--- src/wld_pkg.sv ---
package wld_pkg;
    localparam int XW = 32;
    localparam int WB_AW = 8;
    localparam int EV_W = 5;
    localparam logic [WB_AW-1:0] ADR_CTRL = 8'h00;
    localparam logic [WB_AW-1:0] ADR_STAT = 8'h04;
    localparam logic [WB_AW-1:0] ADR_CLR = 8'h08;
    localparam logic [WB_AW-1:0] ADR_IEN = 8'h0C;
    localparam logic [WB_AW-1:0] ADR_LAST = 8'h10;
    localparam int EV_UNDEF = 0;
    localparam int EV_UNPRED = 1;
    localparam int EV_USAGE = 2;
    localparam int EV_REDIR = 3;
    localparam int EV_DONE = 4;
    localparam int CTRL_EN_BIT = 0;
    localparam logic CTRL_EN_RST = 1'b1;
    localparam logic [EV_W-1:0] IEN_RST = 5'h00;
    localparam logic [3:0] REG_SP = 4'hD;
    localparam logic [3:0] REG_PC = 4'hF;
    localparam logic [7:0] POP_IMM = 8'h04;
    localparam logic [4:0] OP16_IMM = 5'h0D;
    localparam logic [4:0] OP16_SP = 5'h13;
    localparam logic [4:0] OP16_LIT = 5'h09;
    localparam logic [6:0] OP16_REG = 7'h2C;
    localparam logic [11:0] OP32_OFF12 = 12'hF8D;
    localparam logic [11:0] OP32_OFF8 = 12'hF85;
    localparam logic [7:0] OP32_LIT_HI = 8'hF8;
    localparam logic [6:0] OP32_LIT_LO = 7'h5F;

    typedef enum logic [1:0] {ST_IDLE = 2'b00, ST_REQ = 2'b01, ST_RSP = 2'b11} wld_st_t;
    typedef enum logic [2:0] {K_NONE, K_LOAD, K_UNPRIV, K_POP, K_UNDEF} wld_kind_t;

    typedef struct packed {
        logic valid;
        logic wide;
        logic [XW-1:0] instr;
        logic [XW-1:0] pc;
        logic in_cond;
        logic last_cond;
    } wld_issue_t;

    typedef struct packed {
        logic cyc;
        logic stb;
        logic we;
        logic [3:0] sel;
        logic [WB_AW-1:0] adr;
        logic [XW-1:0] dat;
    } wld_wb_req_t;

    typedef struct packed {
        logic valid;
        logic [3:0] idx;
        logic [XW-1:0] data;
    } wld_wr_t;

    typedef struct packed {
        wld_kind_t kind;
        logic [3:0] base;
        logic [3:0] off;
        logic [3:0] dest;
        logic [XW-1:0] imm;
        logic use_off;
        logic lit;
        logic [1:0] shift;
        logic index;
        logic add;
        logic wback;
        logic unpred;
    } wld_dec_t;

    typedef struct packed {
        wld_st_t st;
        logic ctrl_en;
        logic [EV_W-1:0] status;
        logic [EV_W-1:0] ien;
        logic [XW-1:0] last_addr;
        logic ack;
        logic [XW-1:0] rdat;
        logic [XW-1:0] mem_addr;
        logic [XW-1:0] off_addr;
        logic [3:0] dest;
        logic [3:0] base;
        logic wback;
        wld_wr_t dest_wr;
        wld_wr_t base_wr;
        logic br_valid;
        logic [XW-1:0] br_target;
        logic undef_p;
        logic usage_p;
        logic redir_p;
        wld_kind_t redir_kind;
    } wld_state_t;
endpackage

--- src/wld_core.sv ---
// Design decisions made here: the Wishbone register port and the placing of the registers.
`timescale 1ns/10ps
module wld_core
    import wld_pkg::*;
(
    input wire logic core_clk,
    input wire logic sys_rst,
    input wire wld_pkg::wld_wb_req_t wb_req,
    output logic [wld_pkg::XW-1:0] wb_dat_o,
    output logic wb_ack_o,
    output logic irq,
    input wire wld_pkg::wld_issue_t iss,
    output logic iss_ready,
    output logic [3:0] rd_base_idx,
    output logic [3:0] rd_off_idx,
    input wire logic [wld_pkg::XW-1:0] base_val,
    input wire logic [wld_pkg::XW-1:0] off_val,
    output logic mem_req_valid,
    input wire logic mem_req_ready,
    output logic [wld_pkg::XW-1:0] mem_addr,
    input wire logic mem_rsp_valid,
    input wire logic [wld_pkg::XW-1:0] mem_rsp_data,
    output wld_pkg::wld_wr_t dest_wr,
    output wld_pkg::wld_wr_t base_wr,
    output logic br_valid,
    output logic [wld_pkg::XW-1:0] br_target,
    output logic undef_pulse,
    output logic usage_fault,
    output logic redirect_valid,
    output wld_pkg::wld_kind_t redirect_kind
);
    import wld_pkg::*;

    function automatic wld_dec_t decode(input wld_issue_t i);
        wld_dec_t d;
        logic [15:0] h1;
        logic [15:0] h2;
        d = '0;
        d.kind = K_NONE;
        d.index = 1'b1;
        d.add = 1'b1;
        h1 = i.instr[31:16];
        h2 = i.instr[15:0];
        if (!i.wide)
        begin
            d.dest = {1'b0, h2[2:0]};
            d.base = {1'b0, h2[5:3]};
            if (h2[15:11] == OP16_IMM)
            begin
                d.kind = K_LOAD;
                d.imm = {25'h0000000, h2[10:6], 2'b00};
            end
            else if (h2[15:11] == OP16_SP)
            begin
                d.kind = K_LOAD;
                d.base = REG_SP;
                d.dest = {1'b0, h2[10:8]};
                d.imm = {22'h000000, h2[7:0], 2'b00};
            end
            else if (h2[15:11] == OP16_LIT)
            begin
                d.kind = K_LOAD;
                d.lit = 1'b1;
                d.dest = {1'b0, h2[10:8]};
                d.imm = {22'h000000, h2[7:0], 2'b00};
            end
            else if (h2[15:9] == OP16_REG)
            begin
                d.kind = K_LOAD;
                d.use_off = 1'b1;
                d.off = {1'b0, h2[8:6]};
            end
        end
        else
        begin
            d.dest = h2[15:12];
            d.base = h1[3:0];
            if (h1[15:8] == OP32_LIT_HI && h1[6:0] == OP32_LIT_LO)
            begin
                // Base field all ones in either wide form lands here
                d.kind = K_LOAD;
                d.lit = 1'b1;
                d.add = h1[7];
                d.imm = {20'h00000, h2[11:0]};
            end
            else if (h1[15:4] == OP32_OFF12)
            begin
                d.kind = K_LOAD;
                d.imm = {20'h00000, h2[11:0]};
            end
            else if (h1[15:4] == OP32_OFF8 && h2[11])
            begin
                d.index = h2[10];
                d.add = h2[9];
                d.wback = h2[8];
                d.imm = {24'h000000, h2[7:0]};
                if (h2[10] && h2[9] && !h2[8])
                    d.kind = K_UNPRIV;
                else if (d.base == REG_SP && h2[10:8] == 3'b011 && h2[7:0] == POP_IMM)
                    d.kind = K_POP;
                else if (!h2[10] && !h2[8])
                    d.kind = K_UNDEF;
                else
                    d.kind = K_LOAD;
            end
            else if (h1[15:4] == OP32_OFF8 && h2[11:6] == 6'h00)
            begin
                d.kind = K_LOAD;
                d.use_off = 1'b1;
                d.off = h2[3:0];
                d.shift = h2[5:4];
                d.unpred = (d.off == REG_SP) || (d.off == REG_PC);
            end
        end
        // Flagged only; the access still proceeds
        if ((d.wback && d.base == d.dest) || (d.dest == REG_PC && i.in_cond && !i.last_cond))
            d.unpred = 1'b1;
        return d;
    endfunction

    wld_state_t s;
    wld_state_t n;
    wld_dec_t dec;
    logic accept;
    logic [XW-1:0] base_sel;
    logic [XW-1:0] off_sel;
    logic [XW-1:0] oa;
    logic [XW-1:0] acc_addr;
    logic rsp_done;
    logic dest_pc;

    assign dec = decode(iss);
    assign iss_ready = (s.st == ST_IDLE) && s.ctrl_en;
    assign accept = iss.valid && iss_ready;
    assign rd_base_idx = dec.base;
    assign rd_off_idx = dec.off;
    assign base_sel = dec.lit ? {iss.pc[31:2], 2'b00} : base_val;
    assign off_sel = dec.use_off ? (off_val << dec.shift) : dec.imm;
    // Plain 32-bit add and subtract; carries are dropped on purpose
    assign oa = dec.add ? base_sel + off_sel : base_sel - off_sel;
    assign acc_addr = dec.index ? oa : base_sel;
    assign rsp_done = (s.st == ST_RSP) && mem_rsp_valid;
    assign dest_pc = s.dest == REG_PC;

    always_comb
    begin
        logic [EV_W-1:0] ev;
        logic [EV_W-1:0] clr;
        ev = '0;
        clr = '0;
        n = s;
        n.dest_wr.valid = 1'b0;
        n.base_wr.valid = 1'b0;
        n.br_valid = 1'b0;
        n.undef_p = 1'b0;
        n.usage_p = 1'b0;
        n.redir_p = 1'b0;
        case (s.st)
            ST_IDLE:
            begin
                if (accept)
                begin
                    case (dec.kind)
                        K_LOAD:
                        begin
                            n.st = ST_REQ;
                            n.mem_addr = acc_addr;
                            n.off_addr = oa;
                            n.dest = dec.dest;
                            n.base = dec.base;
                            n.wback = dec.wback && !dec.lit;
                            ev[EV_UNPRED] = dec.unpred;
                        end
                        K_UNPRIV, K_POP:
                        begin
                            n.redir_p = 1'b1;
                            n.redir_kind = dec.kind;
                            ev[EV_REDIR] = 1'b1;
                        end
                        K_UNDEF:
                        begin
                            n.undef_p = 1'b1;
                            ev[EV_UNDEF] = 1'b1;
                        end
                        default:
                        begin
                            n.st = ST_IDLE;
                        end
                    endcase
                end
            end
            ST_REQ:
            begin
                if (mem_req_ready)
                    n.st = ST_RSP;
            end
            ST_RSP:
            begin
                if (mem_rsp_valid)
                begin
                    n.st = ST_IDLE;
                    n.last_addr = s.mem_addr;
                    ev[EV_DONE] = 1'b1;
                    if (s.wback)
                    begin
                        n.base_wr.valid = 1'b1;
                        n.base_wr.idx = s.base;
                        n.base_wr.data = s.off_addr;
                    end
                    if (!dest_pc)
                    begin
                        n.dest_wr.valid = 1'b1;
                        n.dest_wr.idx = s.dest;
                        n.dest_wr.data = mem_rsp_data;
                    end
                    else if (s.mem_addr[1:0] != 2'b00)
                        ev[EV_UNPRED] = 1'b1;
                    else if (!mem_rsp_data[0])
                    begin
                        n.usage_p = 1'b1;
                        ev[EV_USAGE] = 1'b1;
                    end
                    else
                    begin
                        n.br_valid = 1'b1;
                        n.br_target = {mem_rsp_data[31:1], 1'b0};
                    end
                end
            end
            default:
            begin
                n.st = ST_IDLE;
            end
        endcase
        // Write lands on the edge where the master sees ack
        n.ack = wb_req.cyc && wb_req.stb && !s.ack;
        if (wb_req.cyc && wb_req.stb && !s.ack)
        begin
            case (wb_req.adr)
                ADR_CTRL: n.rdat = {31'h00000000, s.ctrl_en};
                ADR_STAT: n.rdat = {27'h0000000, s.status};
                ADR_IEN: n.rdat = {27'h0000000, s.ien};
                ADR_LAST: n.rdat = s.last_addr;
                default: n.rdat = '0;
            endcase
        end
        if (wb_req.cyc && wb_req.stb && s.ack && wb_req.we && wb_req.sel[0])
        begin
            case (wb_req.adr)
                ADR_CTRL: n.ctrl_en = wb_req.dat[CTRL_EN_BIT];
                ADR_IEN: n.ien = wb_req.dat[EV_W-1:0];
                ADR_CLR: clr = wb_req.dat[EV_W-1:0];
                default: clr = '0;
            endcase
        end
        // A new event beats a clear in the same cycle
        n.status = (s.status & ~clr) | ev;
    end

    always_ff @(posedge core_clk or posedge sys_rst)
    begin
        if (sys_rst)
        begin
            s <= '0;
            s.ctrl_en <= CTRL_EN_RST;
            s.ien <= IEN_RST;
        end
        else
            s <= n;
    end

    assign wb_dat_o = s.rdat;
    assign wb_ack_o = s.ack;
    assign irq = |(s.status & s.ien);
    assign mem_req_valid = s.st == ST_REQ;
    assign mem_addr = s.mem_addr;
    assign dest_wr = s.dest_wr;
    assign base_wr = s.base_wr;
    assign br_valid = s.br_valid;
    assign br_target = s.br_target;
    assign undef_pulse = s.undef_p;
    assign usage_fault = s.usage_p;
    assign redirect_valid = s.redir_p;
    assign redirect_kind = s.redir_kind;

    logic [15:0] ah1;
    logic [15:0] ah2;
    logic byte_form;
    logic [XW-1:0] lit_exp;
    logic [XW-1:0] reg_exp;
    assign ah1 = iss.instr[31:16];
    assign ah2 = iss.instr[15:0];
    assign byte_form = iss.wide && ah1[15:4] == OP32_OFF8 && ah2[11] && ah1[3:0] != REG_PC;
    assign lit_exp = {iss.pc[31:2], 2'b00} + {22'h000000, ah2[7:0], 2'b00};
    // The short register form has no shift field; those bits belong to the base index
    assign reg_exp = base_val + (off_val << (iss.wide ? ah2[5:4] : 2'b00));
endmodule

--- config.mk ---
export PLATFORM = sky130hd
export DESIGN_NAME = wld_core
export DESIGN_NICKNAME = d
export VERILOG_FILES = /design/src/wld_pkg.sv /design/src/wld_core.sv
export SDC_FILE = /design/constraint.sdc
export NUM_CORES = 1
export LEC_CHECK = 0
export ABC_AREA = 0
export BUFFER_PORTS_ARGS = -buffer_cell sky130_fd_sc_hd__buf_2
export CAP_MARGIN = 15
export CORE_ASPECT_RATIO = 1.25
export CORE_MARGIN = 2
export CORE_UTILIZATION = 54
export CTS_CLUSTER_DIAMETER = 120
export DETAILED_ROUTE_END_ITERATION = 10
export GPL_ROUTABILITY_DRIVEN = 0
export PLACE_DENSITY = 0.9
export SYNTH_ARGS = -nofsm -noshare
export SYNTH_HDL_FRONTEND = slang
export SYNTH_SLANG_ARGS = --single-unit
--- constraint.sdc ---
create_clock -name core_clk -period 12.48 [get_ports core_clk]
set_input_delay 2.496 -clock core_clk [delete_from_list [all_inputs] [get_ports core_clk]]
set_output_delay 2.496 -clock core_clk [all_outputs]
set_load 0.005 [all_outputs]
==> summary.md <==
| Metric | Value |
|---|---|
| Outcome | finished, final reports clean |
| Htree depth | 1 |
| Max Cap Viol | 0 |
| Internal | 1.48 mW |
| Cell with the most instances after synthesis | nand2_1 |
| R2r setup slk | 9770 ps |
| Critical path arrival | 8800 ps |
| Worst path bufs/invs | 2 |
| Share of flip-flops with an asynchronous set or reset | 100% |
| Hpwl dp | 31800 um |
| Peak VDD IR | 0.0798 mV |
| Clk pwr share | 37.0% |
| Final Util | 60.1% |
| P_sw | 0.526 mW |
| CTS clock-pin slew for the worst setup and hold paths | 70 ps |
| Area Growth Syn to Fin | 9.96% |
| Gr usage total | 27.0% |
| CTS Sinks | 263 |
| Synth top cells by count | nand2_1, dfrtp_1, buf_4, mux2_2, o21ai_0 |
| Core area | 0.0283 mm^2 |
| Initial DRC count | 969 |
| Initial Util | 54.7% |
| Crit path kind | in -> reg |
| CP delay by family, top | simple AND/OR/NAND/NOR gates |
| Minimum clock period | 8350 ps |
| Syn_nets | 1867 |
| Cells on worst reg2reg path | 8 |
| Largest net degree at the start of global routing | 113 |
| Power Dens Cells | 118 mW/mm^2 |
| Setup Skew | 8.27 ps |
| Leak pwr | 9.09 nW |
| CTS Hold Bufs | 0 |
| Max Root-Sink Buffers | 3 |
| Area leader, netlist | dfrtp_1 |
| Sw Ratio | 26.2% |
| Hold Crit Class | reg -> reg |
| Root Driver | clkbuf_16 |
| Total CTS buffers | 24 |
| Slowest CP cell | o31ai_1 |
| R2R Path Start | s[262] |
| Critical R2R Capture | br_target[15] |
| Vias in the first global route | 12307 |
| RSZ-0062 raised after global routing | false |
| Post-CTS setup buffers | 0 |
| Crit-path cells | buf_2 -> nor4bb_4 -> nand3_2 -> nor3_2 -> buf_4 -> mux2_1 -> a221oi_2 -> nand3_1 -> nor4b_2 -> nand2b_1 -> nand2_1 -> ha_1 -> and4_1 -> and3_1 -> a32oi_1 -> a211oi_1 -> o211ai_1 -> a21oi_1 -> o31ai_1 -> and2_0 -> or4b_1 -> nand3_1 |
| Layout cells sized above 1 | 32.2% |
| CTS tree | built |
| Critical Path Most Common Cell | nand3_1 |
| Share of the synthesized area in the top cell type | 42.4% |
| Antenna Nets Post-Route | 0 |
| Cell variety after synth | 83 |
| Highest cell delay on the worst timing path | 460 ps |
| Final net count | 2020 |
| Seq pwr share | 47.2% |
| Yosys Warn Count | 0 |
| Synth Instances | 1609 |
| Vias | 12515 |
| Rows | 69 |
| Number of synthesized flops with an enable pin | 0 |
| Setup crit end kind | flop |
| Worst Tran Pin Value | 1120 ps |
| Die Width | 155 um |
| Slew Limit Fails | 0 |
| Primary FF master, synth | dfrtp_1 |
| Fmax | 0.120 GHz |
| Worst min-delay path endpoint | dest_wr[5] |
| Hold_sp | dest_wr[5] |
| Die height | 193 um |
| Register area share after synthesis | 42.5% |
| Post-DR wirelength/cell | 19.4 um |
| Startpoint Class | input port |
| Number of antenna violations at the first check in global routing | 2 |
| I/O Pins | 404 |
| Clk_lat worst skew | 510 ps |
| First-pass GRT wire length | 65100 um |
| Final setup violation count | 0 |
| Full die area | 0.0300 mm^2 |
| Syn Std Cell Area | 0.0155 mm^2 |
| Via density | 5.86 |
| Slew HR | 25.1% |
| Period utilization | 66.9% |
| WP data required | 12930 ps |
| Fin Setup TNS | 0 ps |
| Largest cells by area after synthesis | dfrtp_1, mux2_2, buf_4 |
| Congestion Overflow GR | 0 |
| WL final | 41400 um |
| Port bufs | 370 |
| Worst-path maximum fanout | 29 |
| Post-CTS Resized | 0 |
| Flip-flop and latch count after synthesis | 263 |
| Drc violations | 0 |
| Comb power frac | 15.8% |
| Worst hold path cell count | 2 |
| Hold Fails Final Rpt | 0 |
| Pre-antenna DRT Iters | 6 |
| Syn_area_per_cell | 9.62 um^2 |
==> area by class of cell <==
class	count	area, um^2
tap	355	444
antenna	2	5.00
inverter	27	109
fill	2290	11300
timing repair buffer	379	1920
clock buffer	36	717
multi-input combinational	1067	7160
sequential	263	6580
clock inverter	6	86.3
==> placed cells by master (no fill, tap or decap), types with 6 or more instances in the layout <==
| master | count |
|---|---|
| a21oi_1 | 65 |
| ha_1 | 42 |
| buf_2 | 370 |
| a31oi_1 | 10 |
| nor3_1 | 17 |
| a21o_1 | 20 |
| and3_1 | 10 |
| nor2b_1 | 11 |
| nand2_1 | 318 |
| o21a_1 | 8 |
| xnor2_1 | 27 |
| clkbuf_1 | 6 |
| nand3_1 | 15 |
| buf_4 | 9 |
| xor2_1 | 15 |
| mux2i_1 | 41 |
| o21ai_0 | 79 |
| a22oi_1 | 14 |
| clkbuf_16 | 25 |
| or3_1 | 7 |
| dfrtp_1 | 262 |
| and2_1 | 6 |
| nand4_1 | 14 |
| a22o_1 | 35 |
| inv_1 | 25 |
| nor2_1 | 63 |
| o221ai_1 | 6 |
| mux2_2 | 126 |
| o22a_1 | 17 |
==> worst min-delay path: cells and delay by family (launching register included) <==
kind / cells / cell delay, ps
AND/OR/NAND/NOR: 2 / 100
flip-flops: 1 / 340
==> sequential cells by signal, summed over array words and instances, names as in the netlist, 3 cells and up <==
register and count:
wb_dat_o 32, redirect_kind 3, mem_addr 32, dest_wr 37
base_wr 37, br_target 31, s 86
==> worst max-delay path by stage <==
stage	start	endpoint	slack [ps]	cells past startpoint
global route	iss[66]	mem_addr[31]	3790	22
detailed placement	iss[66]	s[153]	3760	22
floorplan	sys_rst	base_wr[0]	2750	1
finish	iss[66]	mem_addr[31]	4130	22
global placement	iss[66]	s[153]	3930	22
CTS	iss[66]	s[153]	4290	22
==> power groups by stage <==
| stage | Sequential [mW] | Clock, mW | Combinational (mW) |
|---|---|---|---|
| detailed placement | 0.962 | 0 | 0.313 |
| floorplan | 0.953 | 0 | 0.247 |
| finish | 0.948 | 0.743 | 0.317 |
| global placement | 0.956 | 0 | 0.303 |
| CTS | 0.947 | 0.760 | 0.317 |
| global route | 0.952 | 0.798 | 0.353 |
==> metrics by stage <==
step	setup WS [ps]	cell area [um^2]	power, mW	hold slack, ps	instances
finish	4130	17000	2.01	470	2135
global route	3790	17000	2.10	489	2134
CTS	4290	17000	2.02	472	2133
detailed placement	3760	16200	1.28	456	2091
global placement	3930	16200	1.26	446	2091
floorplan	2750	15500	1.20	436	1609
==> logic make-up (layout without fill, tap and decap cells) <==
logic type	Yosys count	in the layout	share of synthesized area [%]
simple gates	510	510	14.9
compound gates	301	301	13.1
buf+inv	279	448	11.4
flops	263	263	42.5
mux	169	169	12.0
fa+ha+maj	43	43	3.52
xor+xnor	43	43	2.52
other cells	1	3	0.0242
==> layer usage <==
metal / share of wire [%] / GRT usage (%)
met3: 7.2 / 4.79
met5: 0.031 / 0
met1: 39 / 33.7
met4: 4.2 / 11.5
met2: 49 / 45.9
No activity file was read; power rests on OpenSTA's default activity.
